===== src/hdl/tw_regs.svh =====
/*
  timing and bit-position constants of the tape word assembly datapath.
  assumes it is included by bare name from the datapath module and the checker.
*/
`ifndef TW_REGS_SVH
`define TW_REGS_SVH

// -----------------------------------------------------------------
// timing
// -----------------------------------------------------------------
`define TW_DELAY_NS 1000
`define TW_CLK_PERIOD_NS 25
`define TW_DELAY_CYC ((`TW_DELAY_NS + `TW_CLK_PERIOD_NS - 1) / `TW_CLK_PERIOD_NS)

// -----------------------------------------------------------------
// field positions and counts
// -----------------------------------------------------------------
`define TW_CTL_REQ_BIT 8
`define TW_CHARS_PER_HALF 4'h6
`define TW_HALF_RESET 18'h00000
`define TW_CHAR_RESET 6'h00

`endif


===== src/hdl/tw_pkg.sv =====
/*
  types of the tape word assembly datapath: the pulse chain encoding.
  assumes tw_regs.svh is on the include path.
*/
package tw_pkg;

  // -----------------------------------------------------------------
  // channel timing pulse numbers, also the pending state of the chain
  // -----------------------------------------------------------------
  typedef enum logic [2:0] {
    TW_P_NONE = 3'b000,
    TW_P_ONE = 3'b001,
    TW_P_TWO = 3'b010,
    TW_P_THREE = 3'b011,
    TW_P_FOUR = 3'b100,
    TW_P_FIVE = 3'b101,
    TW_P_SIX = 3'b110
  } tw_pulse_t;

endpackage


===== src/hdl/tw_datapath.sv =====
/*
  data channel of a tape control: packs six-bit tape characters into
  36-bit words and unpacks them, stepped by a timed pulse chain.
  assumes the processor strobes are one-cycle pulses on core_clk_in,
  while tape strobe and mixer lines come from pins on another timebase.
*/
`timescale 1ns/1ps
`include "tw_regs.svh"

// What this block does
// - pulse five in reverse read moves staging half to output half and assembler to staging.
// - each reverse-read strobe loads six mixer bits into the assembler, rotated 1 us later.
// - after the sixth reverse-read strobe, pulses two and three rotate the assembler again.
// - reverse read with toggle set: pulse four sets the exchange flag, five clears the assembler, the next four reloads it and clears the flag.
// - pulse five with exchange flag clear issues pulse six, which flips the half-word toggle.
// - control-out with the request bit sets the request, then pulse three clears the assembler and, with toggle clear, sets word-needed;
//   data-out loads halves and drops the request, then pulse four reloads the assembler.
// - write pulse five moves the halves, resets word-needed and issues pulse six if no exchange.
// - forward write gates assembler bits 00-05 onto the mixer on pulse six and after each pulse two.
// - write pulse one after each strobe shifts the assembler left by six bits.
// - write pulse one with preamble clear loads mixer lines into bits 12-17; pulse two does not rotate the assembler.
// - the second character is presented from bits 00-05 after the first pulse two.
// - processor data-in takes the buffered word and clears the transfer request.
// - read pulse six sets the transfer request.
module tw_datapath
  import tw_pkg::*;
(
  input wire logic core_clk_in,
  input wire logic reset_in,
  input wire logic clk_en_in,
  input wire logic reverse_motion_in,
  input wire logic read_function_in,
  input wire logic write_function_in,
  input wire logic write_preamble_flag_in,
  input wire logic tape_strobe_in,
  input wire logic [5:0] mixer_data_in,
  input wire logic processor_control_out_in,
  input wire logic [35:0] control_word_in,
  input wire logic processor_data_out_in,
  input wire logic [35:0] data_out_word_in,
  input wire logic processor_data_in_in,
  output logic [35:0] data_in_word_out,
  output logic [5:0] mixer_data_out,
  output logic forward_write_gate_out,
  output logic transfer_request_flag_out,
  output logic word_needed_flag_out,
  output logic half_exchange_flag_out,
  output logic half_word_toggle_out,
  output logic [2:0] channel_timing_pulse_out
);

  // -----------------------------------------------------------------
  // constants and helpers
  // -----------------------------------------------------------------
  localparam logic [7:0] DELAY_CYC = 8'(`TW_DELAY_CYC);

  // end-around rotation by one six-bit byte, bit 00 is the msb
  function automatic logic [0:17] rot6(input logic [0:17] v);
    rot6 = {v[6:17], v[0:5]};
  endfunction

  // -----------------------------------------------------------------
  // state
  // -----------------------------------------------------------------
  logic strobe_s1_q, strobe_s2_q, strobe_s3_q;
  logic [5:0] mix_s1_q, mix_s2_q;
  tw_pulse_t pulse_q, pulse_d;
  tw_pulse_t pend_q, pend_d;
  logic [7:0] cnt_q, cnt_d;
  logic [3:0] chars_q, chars_d;
  logic [0:17] sh_q, sh_d;
  logic [0:17] out_half_q, out_half_d;
  logic [0:17] stage_q, stage_d;
  logic [5:0] mix_q, mix_d;
  logic gate_q, gate_d;
  logic req_q, req_d;
  logic need_q, need_d;
  logic swap_q, swap_d;
  logic toggle_q, toggle_d;
  logic [35:0] word_q, word_d;
  logic strobe_rise;
  logic rev_read;

  assign strobe_rise = strobe_s2_q & ~strobe_s3_q;
  assign rev_read = read_function_in & reverse_motion_in;

  // -----------------------------------------------------------------
  // pin synchronisers, first stage feeds only the second
  // -----------------------------------------------------------------
  always_ff @(posedge core_clk_in) begin
    if (reset_in) begin
      strobe_s1_q <= 1'b0;
      strobe_s2_q <= 1'b0;
      strobe_s3_q <= 1'b0;
      mix_s1_q <= `TW_CHAR_RESET;
      mix_s2_q <= `TW_CHAR_RESET;
    end else if (clk_en_in) begin
      strobe_s1_q <= tape_strobe_in;
      strobe_s2_q <= strobe_s1_q;
      strobe_s3_q <= strobe_s2_q;
      mix_s1_q <= mixer_data_in;
      mix_s2_q <= mix_s1_q;
    end
  end

  // -----------------------------------------------------------------
  // pulse chain and datapath next values
  // -----------------------------------------------------------------
  always_comb begin
    pulse_d = TW_P_NONE;
    pend_d = pend_q;
    cnt_d = cnt_q;
    chars_d = chars_q;
    sh_d = sh_q;
    out_half_d = out_half_q;
    stage_d = stage_q;
    mix_d = mix_q;
    gate_d = gate_q & write_function_in;
    req_d = req_q;
    need_d = need_q;
    swap_d = swap_q;
    toggle_d = toggle_q;
    word_d = word_q;

    // delay line: the pending register itself costs one cycle, so fire one count early
    if (pend_q != TW_P_NONE) begin
      if (cnt_q <= 8'h01) begin
        pulse_d = pend_q;
        pend_d = TW_P_NONE;
      end else begin
        cnt_d = cnt_q - 8'h01;
      end
    end

    // a tape strobe starts a new character cycle
    if (strobe_rise && (read_function_in || write_function_in)) begin
      pulse_d = TW_P_ONE;
      pend_d = TW_P_NONE;
      chars_d = chars_q + 4'h1;
    end

    // processor side; clears come first so that sets below win
    if (processor_data_in_in) begin
      word_d = {out_half_q, stage_q};
      req_d = 1'b0;
    end
    if (processor_data_out_in) begin
      out_half_d = data_out_word_in[35:18];
      stage_d = data_out_word_in[17:0];
      req_d = 1'b0;
      if (need_q) begin
        pend_d = TW_P_FOUR;
        cnt_d = DELAY_CYC - 8'h01;
      end
    end
    if (processor_control_out_in && control_word_in[`TW_CTL_REQ_BIT] && write_function_in) begin
      req_d = 1'b1;
      pend_d = TW_P_THREE;
      cnt_d = DELAY_CYC - 8'h01;
    end

    // actions of the pulse now on the chain
    unique case (pulse_q)
      TW_P_NONE: begin
      end
      TW_P_ONE: begin
        sh_d = {sh_q[6:17], `TW_CHAR_RESET};
        if (read_function_in) begin
          sh_d[12:17] = {mix_s2_q[2:0], mix_s2_q[5:3]};
        end else if (!write_preamble_flag_in) begin
          // unusable filler while writing, overwritten on later shifts
          sh_d[12:17] = {mix_s2_q[0], mix_s2_q[1], mix_s2_q[2],
                         mix_s2_q[3], mix_s2_q[4], mix_s2_q[5]};
        end
        pend_d = TW_P_TWO;
        cnt_d = DELAY_CYC - 8'h01;
      end
      TW_P_TWO: begin
        if (rev_read) begin
          sh_d = rot6(sh_q);
        end
        if (write_function_in && !read_function_in) begin
          mix_d = sh_q[0:5];
          gate_d = 1'b1;
        end
        if (chars_q == `TW_CHARS_PER_HALF) begin
          chars_d = 4'h0;
          pend_d = TW_P_THREE;
          cnt_d = DELAY_CYC - 8'h01;
        end
      end
      TW_P_THREE: begin
        if (rev_read) begin
          sh_d = rot6(sh_q);
          pend_d = TW_P_FOUR;
          cnt_d = DELAY_CYC - 8'h01;
        end else if (read_function_in) begin
          pend_d = TW_P_FOUR;
          cnt_d = DELAY_CYC - 8'h01;
        end else begin
          sh_d = `TW_HALF_RESET;
          if (!toggle_q) begin
            need_d = 1'b1; // waits for data-out, no timeout
          end else begin
            pend_d = TW_P_FOUR;
            cnt_d = DELAY_CYC - 8'h01;
          end
        end
      end
      TW_P_FOUR: begin
        if (swap_q) begin
          sh_d = out_half_q;
          swap_d = 1'b0;
        end else if (rev_read && toggle_q) begin
          swap_d = 1'b1;
        end
        if (!read_function_in) begin
          sh_d = out_half_q;
        end
        pend_d = TW_P_FIVE;
        cnt_d = DELAY_CYC - 8'h01;
      end
      TW_P_FIVE: begin
        out_half_d = stage_q;
        stage_d = sh_q;
        if (!read_function_in) begin
          need_d = 1'b0;
        end
        if (swap_q) begin
          sh_d = `TW_HALF_RESET;
          pend_d = TW_P_FOUR;
          cnt_d = DELAY_CYC - 8'h01;
        end else begin
          pulse_d = TW_P_SIX; // next cycle, no delay
          pend_d = TW_P_NONE;
        end
      end
      TW_P_SIX: begin
        toggle_d = ~toggle_q;
        if (read_function_in) begin
          req_d = 1'b1;
        end else begin
          mix_d = sh_q[0:5];
          gate_d = 1'b1;
        end
      end
      default: begin
        pend_d = TW_P_NONE;
      end
    endcase

    // data-in in the same cycle as a pulse six must not lose the set
    if (pulse_q == TW_P_SIX && read_function_in) begin
      req_d = 1'b1;
    end
  end

  // -----------------------------------------------------------------
  // registers
  // -----------------------------------------------------------------
  always_ff @(posedge core_clk_in) begin
    if (reset_in) begin
      pulse_q <= TW_P_NONE;
      pend_q <= TW_P_NONE;
      cnt_q <= 8'h00;
      chars_q <= 4'h0;
      sh_q <= `TW_HALF_RESET;
      out_half_q <= `TW_HALF_RESET;
      stage_q <= `TW_HALF_RESET;
      mix_q <= `TW_CHAR_RESET;
      gate_q <= 1'b0;
      req_q <= 1'b0;
      need_q <= 1'b0;
      swap_q <= 1'b0;
      toggle_q <= 1'b0;
      word_q <= 36'h000000000;
    end else if (clk_en_in) begin
      pulse_q <= pulse_d;
      pend_q <= pend_d;
      cnt_q <= cnt_d;
      chars_q <= chars_d;
      sh_q <= sh_d;
      out_half_q <= out_half_d;
      stage_q <= stage_d;
      mix_q <= mix_d;
      gate_q <= gate_d;
      req_q <= req_d;
      need_q <= need_d;
      swap_q <= swap_d;
      toggle_q <= toggle_d;
      word_q <= word_d;
    end
  end

  // -----------------------------------------------------------------
  // outputs, all from flip-flops
  // -----------------------------------------------------------------
  assign data_in_word_out = word_q;
  assign mixer_data_out = mix_q;
  assign forward_write_gate_out = gate_q;
  assign transfer_request_flag_out = req_q;
  assign word_needed_flag_out = need_q;
  assign half_exchange_flag_out = swap_q;
  assign half_word_toggle_out = toggle_q;
  assign channel_timing_pulse_out = pulse_q;

endmodule


===== config.mk =====
export PLATFORM = sky130hd
export DESIGN_NAME = tw_datapath
export DESIGN_NICKNAME = d
export VERILOG_FILES = /design/src/hdl/tw_pkg.sv /design/src/hdl/tw_datapath.sv
export VERILOG_INCLUDE_DIRS = /design/src /design/src/hdl
export SDC_FILE = /design/constraint.sdc
export NUM_CORES = 1
export LEC_CHECK = 0
export BUFFER_PORTS_ARGS = -buffer_cell sky130_fd_sc_hd__buf_4
export CAP_MARGIN = 25
export CORE_ASPECT_RATIO = 1.25
export CORE_MARGIN = 5
export CORE_UTILIZATION = 49
export CTS_BUF_LIST = sky130_fd_sc_hd__clkbuf_4 sky130_fd_sc_hd__clkbuf_8 sky130_fd_sc_hd__clkbuf_16
export CTS_CLUSTER_DIAMETER = 100
export DETAILED_ROUTE_END_ITERATION = 6
export PLACE_DENSITY_LB_ADDON = 0.1
export SKIP_LAST_GASP = 1
export SYNTH_ARGS = -nofsm -noshare
export SYNTH_HDL_FRONTEND = slang
export SYNTH_SLANG_ARGS = --single-unit

===== constraint.sdc =====
create_clock -name core_clk_in -period 2.1 [get_ports core_clk_in]
set_input_delay 0.42 -clock core_clk_in [delete_from_list [all_inputs] [get_ports core_clk_in]]
set_output_delay 0.42 -clock core_clk_in [all_outputs]
set_load 0.01 [all_outputs]

==> impl_metrics.env <==
export IMPL_slew_headroom_pct=51.60
export IMPL_r2r_start="chars_q[0]"
export IMPL_crit_arrival_ps=2360
export IMPL_drc=0
export IMPL_post_route_util_pct=62.71
export IMPL_rsz0062_at_grt="false"
export IMPL_worstSetupPathType="reg -> reg"
export IMPL_r2r_end="cnt_q[4]"
export IMPL_drtIter0Drc=282
export IMPL_max_stage_delay_ps=460
export IMPL_cts_buffers_inserted=17
export IMPL_period_share_pct=96.71
export IMPL_pwr_density_cell_mw_per_mm2=851.7
export IMPL_holdWs_ps=239.8
export IMPL_cp_end_kind="flip-flop"
export IMPL_top_layer="met4"
export IMPL_worstPathCellList="inv_1, ha_1, and3b_4, a211o_1, a31o_4, or4_1, a31oi_1"
export IMPL_leakagePower_nw=2.986
export IMPL_worstHoldStart="mixer_data_in[5]"
export IMPL_cts_tree="yes"
export IMPL_start_util_pct=49.43
export IMPL_track_usage_pct=22.98
export IMPL_cts_hold_buf=0
export IMPL_io_pins=139
export IMPL_wl_met3_um=723
export IMPL_grt_start_max_net_pins=69
export IMPL_cp_top_family="compound AO/OA/AOI/OAI gates"
export IMPL_synth_distinct_cells=56
export IMPL_cp_max_fo=3
export IMPL_fillers=1093
export IMPL_vias=5471
export IMPL_drv_cap=0
export IMPL_ys_flop_type="dfxtp_1"
export IMPL_grt_pass1_wl_mm=26.26
export IMPL_period_needed_ps=2031
export IMPL_place_inst=951
export IMPL_ys_ff_latch=134
export IMPL_ys_warn_count=0
export IMPL_async_flop_share_pct=0
export IMPL_dr_wl_met2_mm=8.793
export IMPL_wl_met1_mm=6.370
export IMPL_antenna_found_initial=0
export IMPL_cts_sinks=134
export IMPL_routed_wl_mm=16.32
export IMPL_dieArea_mm2=0.01441
export IMPL_syn_to_final_growth_pct=26.87
export IMPL_final_cell_count_no_fill=984
export IMPL_overflow=0
export IMPL_worst_path_buf_inv=1
export IMPL_max_slew_worst_pin_slew_ps=720.4
export IMPL_clk_pin_slew_worst_paths_ps=60
export IMPL_cp_depth=7
export IMPL_clockRootBuffer="clkbuf_16"
export IMPL_whs_path_depth=3
export IMPL_reg2reg_depth=7
export IMPL_max_freq_mhz=492.4
export IMPL_syn_nets=803
export IMPL_worstHoldEndpoint="mix_s1_q[5]"
export IMPL_syn_area_per_cell_um2=8.350
export IMPL_r2r_slack_ps=70
export IMPL_required_ps=2430
export IMPL_clockBufferDepth=2
export IMPL_rows=45
export IMPL_gp_congestion=0.8808
export IMPL_via_per_inst=5.560
export IMPL_finalHoldViolCount=0
export IMPL_setup_viol=0
export IMPL_synthCells=710
export IMPL_num_antenna_cells=0
export IMPL_core_area_mm2=0.01199
export IMPL_port_buffers=103
export IMPL_synth_area_mm2=0.005928
export IMPL_fp_dieW_um=108.4
export IMPL_grt_pass1_vias=5365
export IMPL_yosysSeqAreaShare_pct=45.25
export IMPL_clkLatencyLatePin_ps=410
export IMPL_min_path_type="in -> reg"
export IMPL_cp_slowest_cell="or4_1"
export IMPL_dp_hpwl_mm=11.68
export IMPL_peakVddDrop_v=0.0004564
export IMPL_layout_drive_gt1_share_pct=23.66
export IMPL_avgRoutedWirePerCell_um=16.58
export IMPL_synth_edff_count=0
export IMPL_ctsHtreeMaxLevel=4
export IMPL_chipHeight_um=133.0
export IMPL_worst_clock_skew_ps=11.08
export IMPL_final_antenna_net_count=0
export IMPL_first_pass_iters=7
export IMPL_critPathLaunch="chars_q[0]"
export IMPL_num_nets_final=900
export IMPL_crit_path_start_kind="flip-flop"
export IMPL_outcome="complete, no violations"
export IMPL_timing_final_max_slew_violations=0
-- worst register-to-register path, cell delays in order, from the launching register on --
cell and delay [ps]:
dfxtp_2 340, inv_1 60, ha_1 190, and3b_4 180
a211o_1 340, a31o_4 250, or4_1 460, a31oi_1 130
-- worst max path at each step --
stage          slack [ps]  endpoint
6_report               70  cnt_q[4]
5_1_grt                10  cnt_q[4]
4_1_cts                30  cnt_q[4]
3_5_place_dp           -3  cnt_q[4]
3_3_place_gp           50  cnt_q[4]
2_1_floorplan          90  cnt_q[4]
-- power by group --
group,switching [W],total (W),internal [W]
clock network,0.00113,0.00281,0.00168
logic,0.000429,0.000793,0.000364
registers,0.000124,0.00280,0.00268
-- placed cells by master (no fill, tap or decap), types with 13 or more instances in the layout --
master     instances
a311oi_1          37
o21ai_0           13
a21oi_1           52
dfxtp_1          130
clkbuf_16         17
buf_4            126
nor2_1           101
mux2i_1           27
nand2_1          152
-- cell usage after synthesis (2+ instances only) --
cell / instances / area, µm²
buf_1: 3 / 11.26
a21oi_1: 52 / 260.3
a31oi_1: 7 / 43.79
ha_1: 4 / 50.05
a211o_1: 2 / 17.52
o21ai_0: 13 / 65.06
nand3_1: 8 / 40.04
a211oi_2: 12 / 150.1
a311oi_1: 37 / 324.1
a41o_1: 2 / 20.02
nor3_1: 12 / 60.06
o21a_1: 3 / 22.52
nor2_1: 101 / 379.1
xnor2_1: 2 / 17.52
nor2b_1: 7 / 43.79
or3_1: 7 / 43.79
buf_6: 3 / 33.78
dfxtp_1: 134 / 2683
inv_1: 7 / 26.28
a211oi_1: 11 / 82.58
a221oi_1: 5 / 43.79
and2_1: 4 / 25.02
nand2_1: 152 / 570.6
or2_2: 2 / 12.51
a222oi_1: 2 / 20.02
a22oi_1: 12 / 90.09
o31ai_1: 2 / 15.01
buf_2: 12 / 60.06
nor4_1: 2 / 12.51
mux2i_1: 27 / 270.3
clkbuf_1: 32 / 120.1
nor4b_1: 2 / 17.52
buf_4: 4 / 30.03
or4_1: 2 / 15.01
a41oi_1: 2 / 17.52
-- layer usage --
| metal | up-vias | global-route usage (%) |
|---|---|---|
| met4 | 0 | 10.25 |
| met1 | 2606 | 25.79 |
| li1 | 2701 | - |
| met2 | 137 | 40.91 |
| met5 | - | 0 |
| met3 | 27 | 5.173 |
-- layout make-up --
class	instances	area, µm²	area share [%]
multi-input combinational	515	2965	39.43
tap	164	205.2	2.728
clock inverter	13	123.9	1.647
timing repair buffer	132	1066	14.17
inverter	7	26.28	0.3494
sequential	134	2688	35.73
clock buffer	19	446.7	5.939
-- through the flow --
stage | TNS (ps) | power [W] | instance area (µm²) | setup WS (ps)
global route | 0 | 0.006681 | 7521 | 13.76
global placement | 0 | 0.003616 | 6938 | 49.89
detailed placement | -2.775 | 0.003641 | 6938 | -2.775
floorplan | 0 | 0.003333 | 5928 | 89.98
CTS | 0 | 0.006463 | 7508 | 26.32
finish | 0 | 0.006406 | 7521 | 69.05
-- registers in the layout (all words and copies together), names as in the netlist --
register                   count
channel_timing_pulse_out       3
stage_q                       18
pend_q                         3
half_word_toggle_out           1
chars_q                        4
forward_write_gate_out         1
word_needed_flag_out           1
transfer_request_flag_out      1
strobe_s3_q                    1
mix_s2_q                       6
strobe_s1_q                    1
strobe_s2_q                    1
mix_s1_q                       6
out_half_q                    18
cnt_q                          8
data_in_word_out              36
sh_q                          18
mixer_data_out                 6
half_exchange_flag_out         1
-- logic make-up (layout without fill, tap and decap cells) --
kind of cell / after synthesis / count (layout) / share of synthesized area, %
AND/OR/NAND/NOR: 308 / 308 / 22.25
AO/OA/AOI/OAI: 173 / 173 / 21.91
flip-flops: 134 / 134 / 45.25
buffers and inverters: 61 / 171 / 4.749
multiplexers: 27 / 27 / 4.559
adder cells (fa/ha/maj): 4 / 4 / 0.8443
XOR/XNOR: 3 / 3 / 0.4433
-- what timing repair did --
action	in CTS	in global routing
buffers inserted	0	1
gates resized for setup	0	5
endpoints found under the setup margin	1	18
pin swaps	1	3
(Power assumes the default switching activity.)
